--- config.mk ---
export PLATFORM = sky130hd
export DESIGN_NAME = sei_host_ctrl
export DESIGN_NICKNAME = d
export VERILOG_FILES = /design/src/pkg/sei_pkg.sv /design/src/rtl/sei_sync.sv /design/src/rtl/sei_host_ctrl.sv
export SDC_FILE = /design/constraint.sdc
export NUM_CORES = 1
export LEC_CHECK = 0
export BUFFER_PORTS_ARGS = -buffer_cell sky130_fd_sc_hd__buf_2
export CORE_UTILIZATION = 61
export CTS_BUF_LIST = sky130_fd_sc_hd__clkbuf_2
export CTS_CLUSTER_DIAMETER = 50
export DETAILED_ROUTE_END_ITERATION = 8
export PLACE_DENSITY_LB_ADDON = 0.25
export SETUP_SLACK_MARGIN = 0.1
export SLEW_MARGIN = 40
export SYNTH_ARGS = -nofsm -noshare
export SYNTH_HDL_FRONTEND = slang
export SYNTH_SLANG_ARGS = --single-unit
--- constraint.sdc ---
create_clock -name clock -period 4.04 [get_ports clock]
set_input_delay 0 -clock clock [delete_from_list [all_inputs] [get_ports clock]]
set_output_delay 0 -clock clock [all_outputs]
set_load 0.005 [all_outputs]
--- src/pkg/sei_pkg.sv ---
package sei_pkg;

  localparam int CLK_NS        = 5;
  localparam int SCL_MAX_KHZ   = 1000;
  localparam int SCL_PERIOD_NS = 1000000 / SCL_MAX_KHZ;
  localparam int QTR_CYC       = (SCL_PERIOD_NS / 4 + CLK_NS - 1) / CLK_NS;
  localparam int WAKE_LOW_US   = 60;
  localparam int WAKE_HIGH_US  = 1500;
  localparam int WAKE_LOW_CYC  = (WAKE_LOW_US * 1000 + CLK_NS - 1) / CLK_NS;
  localparam int WAKE_HIGH_CYC = (WAKE_HIGH_US * 1000 + CLK_NS - 1) / CLK_NS;
  localparam int TMR_W         = 20;

  localparam logic [7:0] WA_RESET = 8'h00;
  localparam logic [7:0] WA_SLEEP = 8'h01;
  localparam logic [7:0] WA_IDLE  = 8'h02;
  localparam logic [7:0] WA_CMD   = 8'h03;

  localparam logic [2:0] STG_ADDR  = 3'h0;
  localparam logic [2:0] STG_WADDR = 3'h1;
  localparam logic [2:0] STG_DATA  = 3'h2;
  localparam logic [2:0] STG_CRCL  = 3'h3;
  localparam logic [2:0] STG_CRCH  = 3'h4;
  localparam logic [2:0] STG_RDATA = 3'h5;

  localparam logic [3:0]  ACK_BIT   = 4'h8;
  localparam logic [1:0]  PH_SAMPLE = 2'h1;
  localparam logic [1:0]  PH_LAST   = 2'h3;
  localparam logic        SYNC_RST  = 1'b1;
  localparam logic [15:0] CRC_INIT  = 16'h0000;
  localparam logic [15:0] CRC_POLY  = 16'h8005;

  typedef enum logic [1:0] {
    OP_WAKE  = 2'h0,
    OP_WRITE = 2'h1,
    OP_READ  = 2'h2
  } sei_op_t;

  typedef enum logic [6:0] {
    ST_IDLE    = 7'h01,
    ST_WAKE_LO = 7'h02,
    ST_WAKE_HI = 7'h04,
    ST_START   = 7'h08,
    ST_BIT     = 7'h10,
    ST_LOAD    = 7'h20,
    ST_STOP    = 7'h40
  } sei_state_t;

  typedef struct packed {
    sei_op_t    op;
    logic [7:0] wordAddr;
    logic [7:0] len;
    logic       addCrc;
  } sei_cmd_t;

  typedef struct packed {
    logic       nack;
    logic [7:0] count;
  } sei_rsp_t;

  // data bits enter lsb first
  function automatic logic [15:0] crcByte(input logic [15:0] crc, input logic [7:0] data);
    logic [15:0] c;
    logic        fb;
    c = crc;
    for (int i = 0; i < 8; i++) begin
      fb = data[i] ^ c[15];
      c  = {c[14:0], 1'b0} ^ (fb ? CRC_POLY : 16'h0000);
    end
    return c;
  endfunction

endpackage

--- src/rtl/sei_sync.sv ---
`timescale 1ns/1ps
module sei_sync #(
  parameter int WIDTH = 1
) (
  input  logic             clock,
  input  logic             rstn,
  input  logic [WIDTH-1:0] din,
  output logic [WIDTH-1:0] dout
);
  import sei_pkg::*;

  logic [WIDTH-1:0] meta_ff;
  logic [WIDTH-1:0] sync_ff;

  always_ff @(posedge clock) begin
    if (!rstn) begin
      meta_ff <= {WIDTH{SYNC_RST}};
      sync_ff <= {WIDTH{SYNC_RST}};
    end else begin
      meta_ff <= din;
      sync_ff <= meta_ff;
    end
  end

  assign dout = sync_ff;

endmodule

--- src/rtl/sei_host_ctrl.sv ---
`timescale 1ns/1ps
// Summary of operation
// Device wakes on long low, then delay.
// Asleep device ignores all but wake pulse.
// Device ignores clock line while idle/asleep.
// Host holds data low for wake time.
// Wake may use slow zero byte.
// Awake device ignores further wake pulses.
// Sleep or idle after slow foreign traffic.
// Data changes only while clock low.
// Start condition precedes every transfer.
// Device ends transaction on stop condition.
// Host ends every packet with stop.
// Receiver pulls data low to acknowledge.
// Released ninth bit means not-acknowledge.
// Device matches upper seven address bits.
// Write order: start, address, word, data, stop.
// Command delivery uses command word address.
// Group is count, packet, two-byte CRC.
// Device buffers command bytes as FIFO.
// Device drops bytes beyond group count.
// Device drives data line open drain only.
// Host releases data while device transmits.
// Bus clock at most one megahertz.
// Device decodes reset, sleep, idle, command.
// Device refuses reads while busy or partial.
// Wake times are parameterised cycle counts.
module sei_host_ctrl #(
  parameter int WAKE_LOW_CYC_P  = sei_pkg::WAKE_LOW_CYC,
  parameter int WAKE_HIGH_CYC_P = sei_pkg::WAKE_HIGH_CYC,
  parameter int QTR_CYC_P       = sei_pkg::QTR_CYC
) (
  input  logic              clock,
  input  logic              rstn,
  input  logic [6:0]        devAddr,
  input  logic              cmdValid,
  output logic              cmdReady,
  input  sei_pkg::sei_cmd_t cmd,
  input  logic              wrValid,
  output logic              wrReady,
  input  logic [7:0]        wrData,
  output logic              rdValid,
  output logic [7:0]        rdData,
  output logic              rspValid,
  output sei_pkg::sei_rsp_t rsp,
  output logic              scl,
  input  logic              sdaIn,
  output logic              sdaOut,
  output logic              sdaOe
);
  import sei_pkg::*;

  sei_state_t       state_ff;
  sei_cmd_t         cmd_ff;
  sei_rsp_t         rsp_ff;
  logic [TMR_W-1:0] tmr_ff;
  logic [TMR_W-1:0] tmrLim;
  logic [TMR_W-1:0] lowRun_ff;
  logic [TMR_W-1:0] hiRun_ff;
  logic [1:0]       ph_ff;
  logic [3:0]       bit_ff;
  logic [2:0]       stage_ff;
  logic [7:0]       sh_ff;
  logic [7:0]       cnt_ff;
  logic [7:0]       byteCnt_ff;
  logic [7:0]       rdData_ff;
  logic [15:0]      crc_ff;
  logic             nack_ff;
  logic             samp_ff;
  logic             scl_ff;
  logic             sdaLow_ff;
  logic             ctlPhase_ff;
  logic             rdValid_ff;
  logic             rspValid_ff;
  logic             nxt_scl;
  logic             nxt_sdaLow;
  logic             sdaSync;
  logic             tmrDone;
  logic             busPhase;
  logic             phEnd;
  logic             rxMode;
  logic             lastRx;
  logic             rxDone;
  logic             finish;

  sei_sync #(
    .WIDTH (1)
  ) uSdaSync (
    .clock (clock),
    .rstn  (rstn),
    .din   (sdaIn),
    .dout  (sdaSync)
  );

  assign busPhase = (state_ff == ST_START) || (state_ff == ST_BIT) || (state_ff == ST_STOP);
  assign tmrDone  = (tmr_ff == tmrLim);
  assign phEnd    = busPhase && tmrDone && (ph_ff == PH_LAST);
  assign rxMode   = (stage_ff == STG_RDATA);
  assign lastRx   = rxMode && (cnt_ff == 8'h01);
  assign rxDone   = (state_ff == ST_BIT) && phEnd && rxMode && (bit_ff == ACK_BIT);
  assign finish   = ((state_ff == ST_WAKE_HI) && tmrDone) || ((state_ff == ST_STOP) && phEnd);
  assign cmdReady = (state_ff == ST_IDLE);
  assign wrReady  = (state_ff == ST_LOAD);

  always_comb begin
    case (state_ff)
      ST_WAKE_LO: tmrLim = TMR_W'(WAKE_LOW_CYC_P - 1);
      ST_WAKE_HI: tmrLim = TMR_W'(WAKE_HIGH_CYC_P - 1);
      default:    tmrLim = TMR_W'(QTR_CYC_P - 1);
    endcase
  end

  always_ff @(posedge clock) begin
    if (!rstn || (state_ff == ST_IDLE) || (state_ff == ST_LOAD) || tmrDone) begin
      tmr_ff <= '0;
    end else begin
      tmr_ff <= tmr_ff + 1'b1;
    end
  end

  // four quarter phases per bit, start and stop
  always_ff @(posedge clock) begin
    if (!rstn || !busPhase) begin
      ph_ff <= '0;
    end else if (tmrDone) begin
      ph_ff <= ph_ff + 2'h1;
    end
  end

  // sample mid way through clock high
  always_ff @(posedge clock) begin
    if (!rstn) begin
      samp_ff <= SYNC_RST;
    end else if ((state_ff == ST_BIT) && tmrDone && (ph_ff == PH_SAMPLE)) begin
      samp_ff <= sdaSync;
    end
  end

  always_ff @(posedge clock) begin
    if (!rstn) begin
      state_ff   <= ST_IDLE;
      cmd_ff     <= '0;
      stage_ff   <= STG_ADDR;
      bit_ff     <= '0;
      sh_ff      <= '0;
      cnt_ff     <= '0;
      byteCnt_ff <= '0;
      crc_ff     <= CRC_INIT;
      nack_ff    <= 1'b0;
    end else begin
      case (state_ff)
        ST_IDLE: begin
          if (cmdValid) begin
            cmd_ff     <= cmd;
            cnt_ff     <= cmd.len;
            byteCnt_ff <= '0;
            crc_ff     <= CRC_INIT;
            nack_ff    <= 1'b0;
            // wake by a held low rather than a slow zero byte
            state_ff   <= (cmd.op == OP_WAKE) ? ST_WAKE_LO : ST_START;
          end
        end
        ST_WAKE_LO: begin
          if (tmrDone) begin
            state_ff <= ST_WAKE_HI;
          end
        end
        ST_WAKE_HI: begin
          if (tmrDone) begin
            state_ff <= ST_IDLE;
          end
        end
        ST_START: begin
          if (phEnd) begin
            sh_ff    <= {devAddr, cmd_ff.op == OP_READ};
            stage_ff <= STG_ADDR;
            bit_ff   <= '0;
            state_ff <= ST_BIT;
          end
        end
        ST_LOAD: begin
          if (wrValid) begin
            sh_ff      <= wrData;
            crc_ff     <= crcByte(crc_ff, wrData);
            cnt_ff     <= cnt_ff - 8'h01;
            byteCnt_ff <= byteCnt_ff + 8'h01;
            state_ff   <= ST_BIT;
          end
        end
        ST_BIT: begin
          if (phEnd && (bit_ff != ACK_BIT)) begin
            bit_ff <= bit_ff + 4'h1;
            sh_ff  <= {sh_ff[6:0], rxMode ? samp_ff : 1'b0};
          end else if (phEnd) begin
            bit_ff <= '0;
            if (rxMode) begin
              cnt_ff     <= cnt_ff - 8'h01;
              byteCnt_ff <= byteCnt_ff + 8'h01;
              if (lastRx) begin
                state_ff <= ST_STOP;
              end
            end else if (samp_ff) begin
              // refused byte, e.g. read address while busy or partial
              nack_ff  <= 1'b1;
              state_ff <= ST_STOP;
            end else begin
              case (stage_ff)
                STG_ADDR: begin
                  if (cmd_ff.op == OP_READ) begin
                    stage_ff <= STG_RDATA;
                    if (cnt_ff == 8'h00) begin
                      state_ff <= ST_STOP;
                    end
                  end else begin
                    stage_ff <= STG_WADDR;
                    sh_ff    <= cmd_ff.wordAddr;
                  end
                end
                STG_WADDR, STG_DATA: begin
                  // zero data bytes gives sleep, idle or reset sequences
                  if (cnt_ff != 8'h00) begin
                    stage_ff <= STG_DATA;
                    state_ff <= ST_LOAD;
                  end else if (cmd_ff.addCrc) begin
                    stage_ff <= STG_CRCL;
                    sh_ff    <= crc_ff[7:0];
                  end else begin
                    state_ff <= ST_STOP;
                  end
                end
                STG_CRCL: begin
                  stage_ff <= STG_CRCH;
                  sh_ff    <= crc_ff[15:8];
                end
                default: begin
                  state_ff <= ST_STOP;
                end
              endcase
            end
          end
        end
        ST_STOP: begin
          if (phEnd) begin
            state_ff <= ST_IDLE;
          end
        end
        default: begin
          state_ff <= ST_IDLE;
        end
      endcase
    end
  end

  always_comb begin
    nxt_scl    = 1'b1;
    nxt_sdaLow = 1'b0;
    case (state_ff)
      ST_WAKE_LO: begin
        nxt_sdaLow = 1'b1;
      end
      ST_START: begin
        nxt_scl    = (ph_ff != PH_LAST);
        nxt_sdaLow = ph_ff[1];
      end
      ST_BIT: begin
        nxt_scl = (ph_ff == 2'h1) || (ph_ff == 2'h2);
        if (bit_ff == ACK_BIT) begin
          nxt_sdaLow = rxMode && !lastRx;
        end else begin
          nxt_sdaLow = !rxMode && !sh_ff[7];
        end
      end
      ST_LOAD: begin
        nxt_scl = 1'b0;
      end
      ST_STOP: begin
        nxt_scl    = (ph_ff != 2'h0);
        nxt_sdaLow = !ph_ff[1];
      end
      default: begin
        nxt_scl = 1'b1;
      end
    endcase
  end

  always_ff @(posedge clock) begin
    if (!rstn) begin
      scl_ff      <= 1'b1;
      sdaLow_ff   <= 1'b0;
      ctlPhase_ff <= 1'b0;
    end else begin
      scl_ff      <= nxt_scl;
      sdaLow_ff   <= nxt_sdaLow;
      ctlPhase_ff <= (state_ff != ST_BIT) && (state_ff != ST_LOAD);
    end
  end

  always_ff @(posedge clock) begin
    if (!rstn) begin
      rdValid_ff  <= 1'b0;
      rdData_ff   <= '0;
      rspValid_ff <= 1'b0;
      rsp_ff      <= '0;
    end else begin
      rdValid_ff  <= rxDone;
      rspValid_ff <= finish;
      if (rxDone) begin
        rdData_ff <= sh_ff;
      end
      if (finish) begin
        rsp_ff.nack  <= nack_ff;
        rsp_ff.count <= byteCnt_ff;
      end
    end
  end

  // open drain: only ever pull low
  assign sdaOut   = 1'b0;
  assign sdaOe    = sdaLow_ff;
  assign scl      = scl_ff;
  assign rdValid  = rdValid_ff;
  assign rdData   = rdData_ff;
  assign rspValid = rspValid_ff;
  assign rsp      = rsp_ff;

  // run lengths of pin levels
  always_ff @(posedge clock) begin
    if (!rstn || !sdaLow_ff) begin
      lowRun_ff <= '0;
    end else if (!(&lowRun_ff)) begin
      lowRun_ff <= lowRun_ff + 1'b1;
    end
  end

  always_ff @(posedge clock) begin
    if (!rstn || !scl_ff) begin
      hiRun_ff <= '0;
    end else if (!(&hiRun_ff)) begin
      hiRun_ff <= hiRun_ff + 1'b1;
    end
  end
endmodule

==> key figures, run 1 <==
Run status
  • Status: finished clean

Floorplanning
  • CORE AREA: ~9300 sq um
  • Die height: roughly 100 um
  • IO Count: 63
  • Die width: between 90 and 100 um
  • DIE AREA: about 10000 sq um
  • Initial Util: a little over three fifths
  • Standard-cell rows: 35

Timing
  • Final setup viols: 0
  • Sum of negative setup slack: 0 ns
  • Setup ws final: ~0.27 ns
  • Worst rel slew slack: about 44%
  • Max-slew violations: 0
  • Hold_ws: approximately 0.17 ns
  • Ratio of final minimum period to clock period: between 90% and 100%
  • Number of hold violations in the final report: 0
  • Final Skew: between 0.05 and 0.06 ns
  • Worst Tran Pin Value: roughly 0.84 ns
  • Maximum clock rate: 265.0 MHz
  • Period minus WS final: 3.774 ns
  • Unrepaired setup endpoints after global routing: no

Yosys
  • Cell Area, Synth: 5858 sq um
  • Async SR Flop Fraction: 0%
  • Post-synthesis cell count: just over 700
  • Post-synthesis sequential area ratio: a little under two fifths
  • Warnings, synthesis: 0
  • Syn nets: 755
  • Cell variety after synth: 64
  • Synth area leaders: dfxtp_1 (38%), nor2_1 (6.1%), mux2i_1 (5.1%)
  • Area leader, netlist: dfxtp_1
  • EDFF count, synth: 0
  • Yosys top cell area share: between 30% and 40%
  • Post-Syn Area per Cell: 8.298 sq um
  • Seq cells post-synth: about 110
  • Top FF cell, synth: dfxtp_1

Placed design
  • Placement Setup Slack: ~0.79 ns
  • DP Area: around 6200 sq um
  • DP HPWL: 10480 um
  • Buffers on Ports: 61
  • Routability Congestion: ~0.92

Clock tree
  • CTS Buf Count: 9
  • CTS tree: done
  • TritonCTS Sinks: roughly 110
  • H-tree depth: 3
  • CTS resizes: 0
  • Clock-pin slew on the worst setup and hold paths: roughly 0.32 ns
  • Root buffer cell: clkbuf_2
  • CTS Buffer Depth: 2
  • Clock Latency Late Sink: 0.59 ns
  • Setup repair bufs after CTS: 0

Hold path
  • Hold Path Class: in2reg
  • Hold Path Depth: 6
  • Worst Hold Endpoint: crc_ff[8]
  • HP Start: wrData[1]

Global routing
  • Gr ovfl total: 0
  • Largest net degree at the start of global routing: a little over 60
  • Overall Global Routing Usage: between 30% and 40%
  • First-pass GRT wire length: between 20000 and 30000 um
  • Initial antenna violation count: 0
  • Vias in the first global route: around 5.4k

Pwr
  • Clock share of power: 16.4%
  • Pleak: 0.002634 uW
  • Power density cells: between 400 and 500 nW/um^2
  • Seq pwr share: between 40 and 50%
  • P_sw: approximately 1100 uW
  • IR drop worst, VDD: about 230 uV
  • Switching Fraction: roughly two fifths
  • Combinational share of power: approximately 37%
  • P_int: ~1700 uW

Worst setup path
  • WP data required: 4.58 ns
  • CP Class: reg2reg
  • Worst setup SP type: flop
  • Crit path capture type: flop
  • Arr. time, crit path: about 4.3 ns
  • R2R depth: 8
  • Reg-to-reg slack, setup: roughly 0.27 ns
  • Crit Path Max Fanout: 16
  • Reg-to-reg endpoint: cnt_ff[4]
  • Reg2reg start: state_ff[0]

Cells and area
  • # diodes: 0
  • Final nets: 851
  • Post-layout util: between 70% and 80%
  • Layout area overhead: 17.79%
  • Layout cells sized above 1: 12.64%
  • # fillers: 713
  • Finished layout cell area: approximately 6900 sq um

Routing
  • Routed wire length per instance: between 15 and 20 um
  • Initial drt markers: approximately 500
  • DRT antenna net count: 0
  • Drt total wl: 15740 um
  • Drt pass-1 iters: 5
  • Vias per inst: about 6
  • Number of remaining DRC errors: 0
  • Via count: 5687

Job
  • Maxcap violations: 0
[layer usage]
| layer | part of all wire [%] | up-vias | track usage (%) |
|---|---|---|---|
| met5 | 0 | - | 0 |
| met4 | 2.7 | 0 | 13.27 |
| met3 | 5.9 | 42 | 3.900 |
| met2 | 48 | 236 | 55.54 |
| met1 | 43 | 2685 | 41.02 |
| li1 | - | 2724 | - |
[worst max-delay path by stage]
| stage | startpoint | end | slack (ns) | depth (start not counted) |
|---|---|---|---|---|
| 3_5_place_dp | state_ff[6] | byteCnt_ff[5] | 0.79 | 7 |
| 3_3_place_gp | state_ff[6] | byteCnt_ff[5] | 0.94 | 7 |
| 4_1_cts | state_ff[0] | cnt_ff[4] | 0.37 | 8 |
| 5_1_grt | state_ff[0] | cnt_ff[4] | 0.11 | 8 |
| 6_report | state_ff[0] | cnt_ff[4] | 0.27 | 8 |
| 2_1_floorplan | state_ff[6] | rdData[0] | 1.10 | 9 |
[synth_stat cells (3+ instances only)]
library cell	n
nand4_1	6
nor3_1	13
nand3b_1	3
nor3b_1	11
a211o_1	4
a31oi_1	9
inv_1	13
ha_1	10
dfxtp_1	112
nand3_1	35
xor2_1	24
and3_1	14
o21ai_1	3
nand2b_1	12
or3_1	9
a22o_1	7
o211ai_1	12
o31ai_1	6
nor2_1	95
clkbuf_1	33
a21oi_1	55
a22oi_1	13
nor4b_1	3
o22ai_1	4
nand2_1	53
o21ai_0	21
mux2i_1	30
or4_1	6
or2_2	3
o221ai_1	8
nor4_1	9
xnor2_1	23
buf_2	6
[layout make-up]
type / count / area [sq um] / area share, %
Timing Repair Buffer: 127 / 950.9 / 13.78
Inverter: 14 / 52.55 / 0.7616
Tap cell: 129 / 161.4 / 2.339
Clock inverter: 6 / 45.04 / 0.6528
Clock buffer: 10 / 50.05 / 0.7253
Sequential cell: 112 / 2243 / 32.51
Multi-Input combinational cell: 538 / 3397 / 49.23
[cell families (layout without fill, tap and decap cells)]
group	after synthesis	count (layout)	share of synthesized area, %
AND/OR/NAND/NOR	288	288	25.20
AO/OA/AOI/OAI	160	160	17.71
flip-flops	112	112	38.27
buffers and inverters	56	157	3.909
XOR/XNOR	47	47	7.027
multiplexers	31	31	5.510
adder cells (fa/ha/maj)	11	11	2.307
other	1	1	0.06401
[sequential cells by signal, summed over array words and instances, names as in the netlist]
| signal | flops |
|---|---|
| bit_ff | 4 |
| byteCnt_ff | 8 |
| cmd_ff | 11 |
| cnt_ff | 8 |
| crc_ff | 16 |
| nack_ff | 1 |
| ph_ff | 2 |
| rdData | 8 |
| rdValid | 1 |
| rsp | 9 |
| rspValid | 1 |
| samp_ff | 1 |
| scl | 1 |
| sdaOe | 1 |
| sh_ff | 8 |
| stage_ff | 3 |
| state_ff | 7 |
| tmr_ff | 20 |
| uSdaSync.dout | 1 |
| uSdaSync.meta_ff | 1 |
[through the flow]
| stage | total power, uW | cells |
|---|---|---|
| 2_1_floorplan | 2002 | 706 |
| 3_3_place_gp | 2200 | 859 |
| 3_5_place_dp | 2234 | 859 |
| 4_1_cts | 2773 | 935 |
| 5_1_grt | 2976 | 936 |
| 6_report | 2821 | 936 |
[placed cells by master (no fill, tap or decap), types with 4 or more instances in the layout]
cell type        n
nand2b_1        12
a211o_1          4
buf_4            6
xor2_1          24
buf_2           61
o211ai_1        12
nand2_1         53
o221ai_1         8
inv_1           13
o22ai_1          4
nand4_1          6
dlygate4sd3_1   60
and3_1          14
a22oi_1         13
ha_1            10
a21oi_1         55
o21ai_0         21
dfxtp_1        111
nor3b_1         11
nor4_1           9
or4_1            6
mux2i_1         30
xnor2_1         23
a22o_1           7
clkbuf_2        10
nor2_1          94
a31oi_1          9
nor3_1          13
o31ai_1          6
nand3_1         35
or3_1            9
[power by group through the flow]
stage	clock (uW)	sequential, uW	combinational [uW]
5_1_grt	506	1320	1150
2_1_floorplan	0	1280	723
6_report	461	1310	1050
3_5_place_dp	0	1330	908
4_1_cts	463	1310	1000
3_3_place_gp	0	1320	882
[worst max-delay path, cell delays in order, from the launching register on]
cell,delay (ns)
dfxtp_1,0.43
or4_4,0.57
or4b_1,0.84
nand2_1,0.47
nand2_1,0.09
o211ai_1,0.13
dlygate4sd3_1,0.60
o21ai_0,0.07
dlygate4sd3_1,0.57
[repair_timing]
action,CTS,global route
hold buffers,60,0
hold endpoints to repair,48,0
setup endpoints to repair,0,0
Note: power is estimated with default switching activity, not from simulation.
==> run 2: changes to the inputs <==
--- a/config.mk
+++ b/config.mk
@@ -6,7 +6,7 @@
 export NUM_CORES = 1
 export LEC_CHECK = 0
 export BUFFER_PORTS_ARGS = -buffer_cell sky130_fd_sc_hd__buf_2
-export CORE_UTILIZATION = 61
+export CORE_UTILIZATION = 45
 export CTS_BUF_LIST = sky130_fd_sc_hd__clkbuf_2
 export CTS_CLUSTER_DIAMETER = 50
 export DETAILED_ROUTE_END_ITERATION = 8
==> key figures, run 2 (same netlist as run 1, synthesis figures left out) <==
Worst setup path
  • Crit path capture type: flop
  • Reg2reg start: state_ff[0]
  • Arr. time, crit path: 3.94 ns (-0.38 ns)
  • Reg-to-reg slack, setup: 0.68 ns (+0.41 ns)
  • Worst setup SP type: flop
  • Crit Path Max Fanout: 25 (+9)
  • Reg-to-reg endpoint: byteCnt_ff[5]
  • R2R depth: 7 (-1)
  • CP Class: reg2reg
  • WP data required: 4.62 ns (+0.04 ns)

Floorplanning
  • CORE AREA: 12670 sq um (+36%)
  • Die width: 116.1 um (+16%)
  • DIE AREA: 13480 sq um (+35%)
  • Standard-cell rows: 41 (+17%)
  • Initial Util: 46.23% (-17 points)
  • IO Count: 63 (unchanged)
  • Die height: 116.1 um (+16%)

Cells and area
  • Layout area overhead: 18.94%
  • Biggest regs: tmr_ff x20, crc_ff x16, cmd_ff x11
  • Finished layout cell area: 6968 sq um (+0.98%)
  • Area of the multi-input gates: 3397 sq um (unchanged)
  • Final nets: 850 (-0.12%)
  • Largest register by flop count: tmr_ff
  • Number of flip-flops under the largest register name: 20 (unchanged)
  • # diodes: 0 (unchanged)
  • # fillers: 1203 (+69%)
  • Most common cell after layout, fill and taps aside: dfxtp_1
  • Seq. cell area: 2243 sq um (unchanged)
  • Most frequent cells in the layout: dfxtp_1 (111), nor2_1 (94), buf_2 (61)
  • Layout cells sized above 1: 12.78% (+0.14 points)

Global routing
  • Largest net degree at the start of global routing: 39 (-37%)
  • Gr ovfl total: 0 (unchanged)
  • Overall Global Routing Usage: 23.77% (-8.5 points)
  • First-pass GRT wire length: 25070 um (-2.4%)
  • Initial antenna violation count: 0 (unchanged)
  • Vias in the first global route: 5213 (-3.2%)

Pwr
  • Seq pwr share: 45.4% (-1.1 points)
  • Combinational share of power: 35.9% (-1.2 points)
  • P_int: 1748 uW (+2.6%)
  • Overall power: 2879 uW (+2.0%)
  • Pleak: 0.002632 uW (about the same)
  • Clock share of power: 18.7% (+2.3 points)
  • Power density cells: 413.1 nW/um^2 (+1.0%)
  • Switching Fraction: 39.28% (-0.31 points)
  • IR drop worst, VDD: 248.1 uV (+10%)
  • P_sw: 1131 uW (+1.2%)

Job
  • Maxcap violations: 0 (unchanged)

Hold path
  • HP Start: wrData[1]
  • Worst Hold Endpoint: crc_ff[8]
  • Hold Path Depth: 6 (unchanged)
  • Hold Path Class: in2reg

Timing
  • Max-slew violations: 0 (unchanged)
  • Period minus WS final: 3.362 ns (-0.4123 ns)
  • Sum of negative setup slack: 0 ns (unchanged)
  • Worst Tran Pin Value: 0.7629 ns (-0.07741 ns)
  • Setup ws final: 0.6781 ns (+0.4123 ns)
  • Final setup viols: 0 (unchanged)
  • Unrepaired setup endpoints after global routing: no
  • Ratio of final minimum period to clock period: 83.22% (-10 points)
  • Number of hold violations in the final report: 0 (unchanged)
  • Final Skew: 0.03397 ns (-0.02255 ns)
  • Worst rel slew slack: 48.75% (+4.8 points)
  • Maximum clock rate: 297.5 MHz (+12%)

Clock tree
  • H-tree depth: 3 (unchanged)
  • CTS resizes: 0 (unchanged)
  • CTS tree: done
  • CTS Buffer Depth: 2 (unchanged)
  • Clock-pin slew on the worst setup and hold paths: 0.31 ns (about the same)
  • CTS Buf Count: 9 (unchanged)
  • Root buffer cell: clkbuf_2
  • Clock Latency Late Sink: 0.66 ns (+0.07 ns)
  • TritonCTS Sinks: 112 (unchanged)

Placed design
  • DP HPWL: 10490 um (about the same)
  • DP Area: 6257 sq um (+1.1%)
  • Routability Congestion: 0.8879 (-3.9%)
  • Placement Setup Slack: 0.7143 ns (-0.07914 ns)
  • Buffers on Ports: 61 (unchanged)

Run status
  • Status: finished clean

Routing
  • Drt total wl: 15570 um (-1.1%)
  • Number of remaining DRC errors: 0 (unchanged)
  • Vias per inst: 5.730 (-5.7%)
  • DRT antenna net count: 0 (unchanged)
  • Routed wire length per instance: 15.92 um (-5.4%)
  • Drt pass-1 iters: 5 (unchanged)
  • Initial drt markers: 510 (+3.7%)
  • Via count: 5604 (-1.5%)
==> run 2: cell type report <==
class / instances / area share (%)
repair buffers: 126 / 13.47
clock inverters: 7 / 1.095
well taps: 172 / 3.089
clock buffers: 9 / 0.6464
multi-input cells: 538 / 48.75
flip-flops and latches: 112 / 32.20
inverters: 14 / 0.7542
==> run 2: worst max path at each step <==
stage           startpoint             to  slack, ns  cells after the start
3_5_place_dp   state_ff[6]  byteCnt_ff[5]       0.71                      7
2_1_floorplan  state_ff[6]      rdData[0]       1.10                      9
6_report       state_ff[0]  byteCnt_ff[5]       0.68                      7
3_3_place_gp   state_ff[0]  byteCnt_ff[6]       0.89                      7
4_1_cts        state_ff[0]  byteCnt_ff[5]       0.65                      7
5_1_grt        state_ff[6]  byteCnt_ff[5]       0.55                      7
==> run 2: worst max-delay path, cell delays in order, from the launching register on <==
cell and delay, ns:
dfxtp_1 0.45, or4_4 0.58, or4b_1 0.88, o21ai_2 0.25, and2_4 0.20, o21ai_4 0.17
or4_1 0.58, a21oi_1 0.17
==> run 2: per-stage QoR <==
step	hold WS, ns	instances	utilization, %
5_1_grt	0.1268	978	54.99
6_report	0.07242	978	54.99
3_5_place_dp	0.2064	904	49.38
3_3_place_gp	0.1926	904	49.36
2_1_floorplan	0.1015	706	-
4_1_cts	0.02743	978	54.92
==> run 2: routing by layer <==
metal	up-vias	share of wire [%]	GRT usage [%]
li1	2716	-	-
met1	2640	46	31.96
met2	215	46	38.37
met3	33	6.0	3.529
met4	0	2.1	9.487
met5	-	0	0
==> run 2: power groups by stage <==
| stage | logic [uW] | clock network, uW | registers (uW) |
|---|---|---|---|
| after detailed placement | 918 | 0 | 1330 |
| final | 1030 | 539 | 1310 |
| after floorplan | 723 | 0 | 1280 |
| after global routing | 1140 | 595 | 1320 |
| after global placement | 905 | 0 | 1320 |
| after CTS | 1010 | 553 | 1310 |
==> run 2: timing repair <==
item | 4_1_cts | 5_1_grt
hold buffers | 58 | 0
buffers inserted | 0 | 0
endpoints found under the hold margin | 51 | 0
==> run 3: changes to the inputs <==
==> constraint.sdc (replaced) <==
create_clock -name clock -period 3.36 [get_ports clock]
set_input_delay 0 -clock clock [delete_from_list [all_inputs] [get_ports clock]]
set_output_delay 0 -clock clock [all_outputs]
set_load 0.005 [all_outputs]
==> key figures, run 3 (same netlist as run 1, synthesis figures left out) <==
Worst setup path
  • CP Class: reg2reg
  • Worst path most repeated cell: or3_1
  • Crit path capture type: flop
  • CP delay by family, top: simple AND/OR/NAND/NOR gates
  • Worst setup SP type: flop
  • Arr. time, crit path: 3.59 ns (-0.35 ns)
  • Slowest cell on the critical path: dlygate4sd3_1
  • Delay of the slowest critical-path stage: 0.56 ns (-0.32 ns)
  • WP data required: 3.86 ns (-0.76 ns)
  • Buf/Inv on CP: 2 (+2)
  • Critical Path, Cell by Cell: or3_1 -> or3_1 -> clkinvlp_4 -> nor2_4 -> a22o_1 -> dlygate4sd3_1 -> a21oi_1 -> a31oi_1
  • Crit Path Max Fanout: 16 (-36%)

Timing
  • Max-slew violations: 0 (unchanged)
  • Worst rel slew slack: 55.15% (+6.4 points)
  • Final setup viols: 0 (unchanged)
  • Sum of negative setup slack: 0 ns (unchanged)
  • Unrepaired setup endpoints after global routing: no
  • Ratio of final minimum period to clock period: 92.09% (+8.9 points)
  • Final Skew: 0.03920 ns (+0.005231 ns)
  • Worst Tran Pin Value: 0.6728 ns (-0.09004 ns)
  • Number of hold violations in the final report: 0 (unchanged)
  • Maximum clock rate: 323.2 MHz (+8.7%)
  • Period minus WS final: 3.094 ns (-0.2678 ns)

Global routing
  • Initial antenna violation count: 0 (unchanged)
  • Vias in the first global route: 5198 (-0.29%)
  • Gr ovfl total: 0 (unchanged)
  • Overall Global Routing Usage: 23.50% (-0.27 points)
  • Largest net degree at the start of global routing: 63 (+62%)
  • First-pass GRT wire length: 24650 um (-1.7%)

Clock tree
  • H-tree depth: 3 (unchanged)
  • CTS Buf Count: 9 (unchanged)
  • CTS tree: done
  • TritonCTS Sinks: 112 (unchanged)
  • CTS Buffer Depth: 2 (unchanged)
  • Root buffer cell: clkbuf_2
  • Setup repair bufs after CTS: 0 (unchanged)
  • Clock-pin slew on the worst setup and hold paths: 0.29 ns (-0.02 ns)
  • Clock Latency Late Sink: 0.64 ns (-0.02 ns)

Pwr
  • Power density cells: 494.7 nW/um^2 (+20%)
  • IR drop worst, VDD: 281.6 uV (+14%)
  • Pleak: 0.002667 uW (+1.3%)
  • Overall power: 3479 uW (+21%)

Placed design
  • Buffers on Ports: 61 (unchanged)
  • Routability Congestion: 0.8894 (+0.17%)
  • DP HPWL: 10770 um (+2.6%)

Cells and area
  • Most frequent cells in the layout: dfxtp_1 (112), nor2_1 (94), buf_2 (61)
  • Layout area overhead: 20.06%
  • Biggest regs: tmr_ff x20, crc_ff x16, cmd_ff x11
  • Layout cells sized above 1: 13.76% (+0.98 points)
  • Final nets: 858 (+0.94%)
  • Number of flip-flops under the largest register name: 20 (unchanged)
  • # diodes: 0 (unchanged)
  • Largest register by flop count: tmr_ff
  • Most common cell after layout, fill and taps aside: dfxtp_1

Routing
  • DRT antenna net count: 0 (unchanged)
  • Drt pass-1 iters: 6 (+1)
  • Initial drt markers: 488 (-4.3%)
  • Vias per inst: 5.623 (-1.9%)
  • Routed wire length per instance: 15.72 um (-1.3%)
  • Via count: 5544 (-1.1%)
  • Number of remaining DRC errors: 0 (unchanged)
  • Drt total wl: 15500 um (-0.45%)

Floorplanning
  • Standard-cell rows: 41 (unchanged)
  • DIE AREA: 13480 sq um (unchanged)
  • Die height: 116.1 um (unchanged)
  • Die width: 116.1 um (unchanged)
  • IO Count: 63 (unchanged)
  • Initial Util: 46.23% (unchanged)
  • CORE AREA: 12670 sq um (unchanged)

Job
  • Maxcap violations: 0 (unchanged)

Run status
  • Status: finished clean

Hold path
  • Hold Path Class: in2reg
run 3: changes by cell type in the layout (fill, tap and decap cells not counted), sizes merged:
cell,delta
buf,+9
clkbuf,+1
clkinv,+1
dlygate4sd3,-1
inv,-2
run 3: tightest hold or removal path, cell delays in order:
cell     delay [ns]
buf_2          0.12
xnor2_1        0.11
xnor2_1        0.18
xor2_1         0.14
a22oi_1        0.07
nor2_1         0.08
run 3: area by class of cell:
| cell class | count | area (sq um) |
|---|---|---|
| fillers | 1153 | 5638 |
| multi-input cells | 538 | 3407 |
| flip-flops and latches | 112 | 2242 |
| repair buffers | 134 | 996.0 |
| well taps | 172 | 215.2 |
| clock inverters | 6 | 66.31 |
| inverters | 14 | 56.30 |
| clock buffers | 10 | 50.05 |
run 3: repair_timing:
| action | 4_1_cts | 5_1_grt |
|---|---|---|
| endpoints found under the setup margin | 0 | 10 |
| hold buffers | 57 | 0 |
| hold endpoints to repair | 62 | 0 |
| resized for setup | 0 | 4 |
run 3: where the power goes:
group	switching [uW]	internal, uW	leakage, uW	total, uW
Combinational	758	522	0.00169	1280
Sequential	129	1440	0.000906	1570
Clock	452	179	0.0000719	631
Total	1340	2140	0.00267	3480
run 3: routing by layer:
metal	vias to the layer above	global-route usage (%)	wire length (um)
met5	-	0	0
met4	0	11.20	304
met3	29	4.411	952
met2	197	36.94	7160
met1	2588	31.12	7077
li1	2730	-	-
run 3: worst paths after layout:
| check | start | endpoint | slack (ns) | cells after the start |
|---|---|---|---|---|
| min | wrData[1] | crc_ff[8] | 0.08 | 6 |
| min reg2reg | uSdaSync.meta_ff | uSdaSync.dout | 0.45 | 1 |
| max | state_ff[6] | sh_ff[5] | 0.27 | 8 |
| max reg2reg | state_ff[6] | sh_ff[5] | 0.27 | 8 |
run 3: stage by stage:
stage / utilization [%] / area (sq um) / hold slack (ns) / setup slack (ns) / std cells
floorplan: - / 5858 / 0.1015 / 0.4160 / 706
global placement: 49.90 / 6322 / 0.1996 / 0.3746 / 913
detailed placement: 49.92 / 6325 / 0.2024 / 0.3195 / 913
CTS: 55.34 / 7012 / 0.02029 / 0.1242 / 986
global route: 55.51 / 7033 / 0.07240 / 0.1288 / 986
finish: 55.51 / 7033 / 0.07532 / 0.2659 / 986
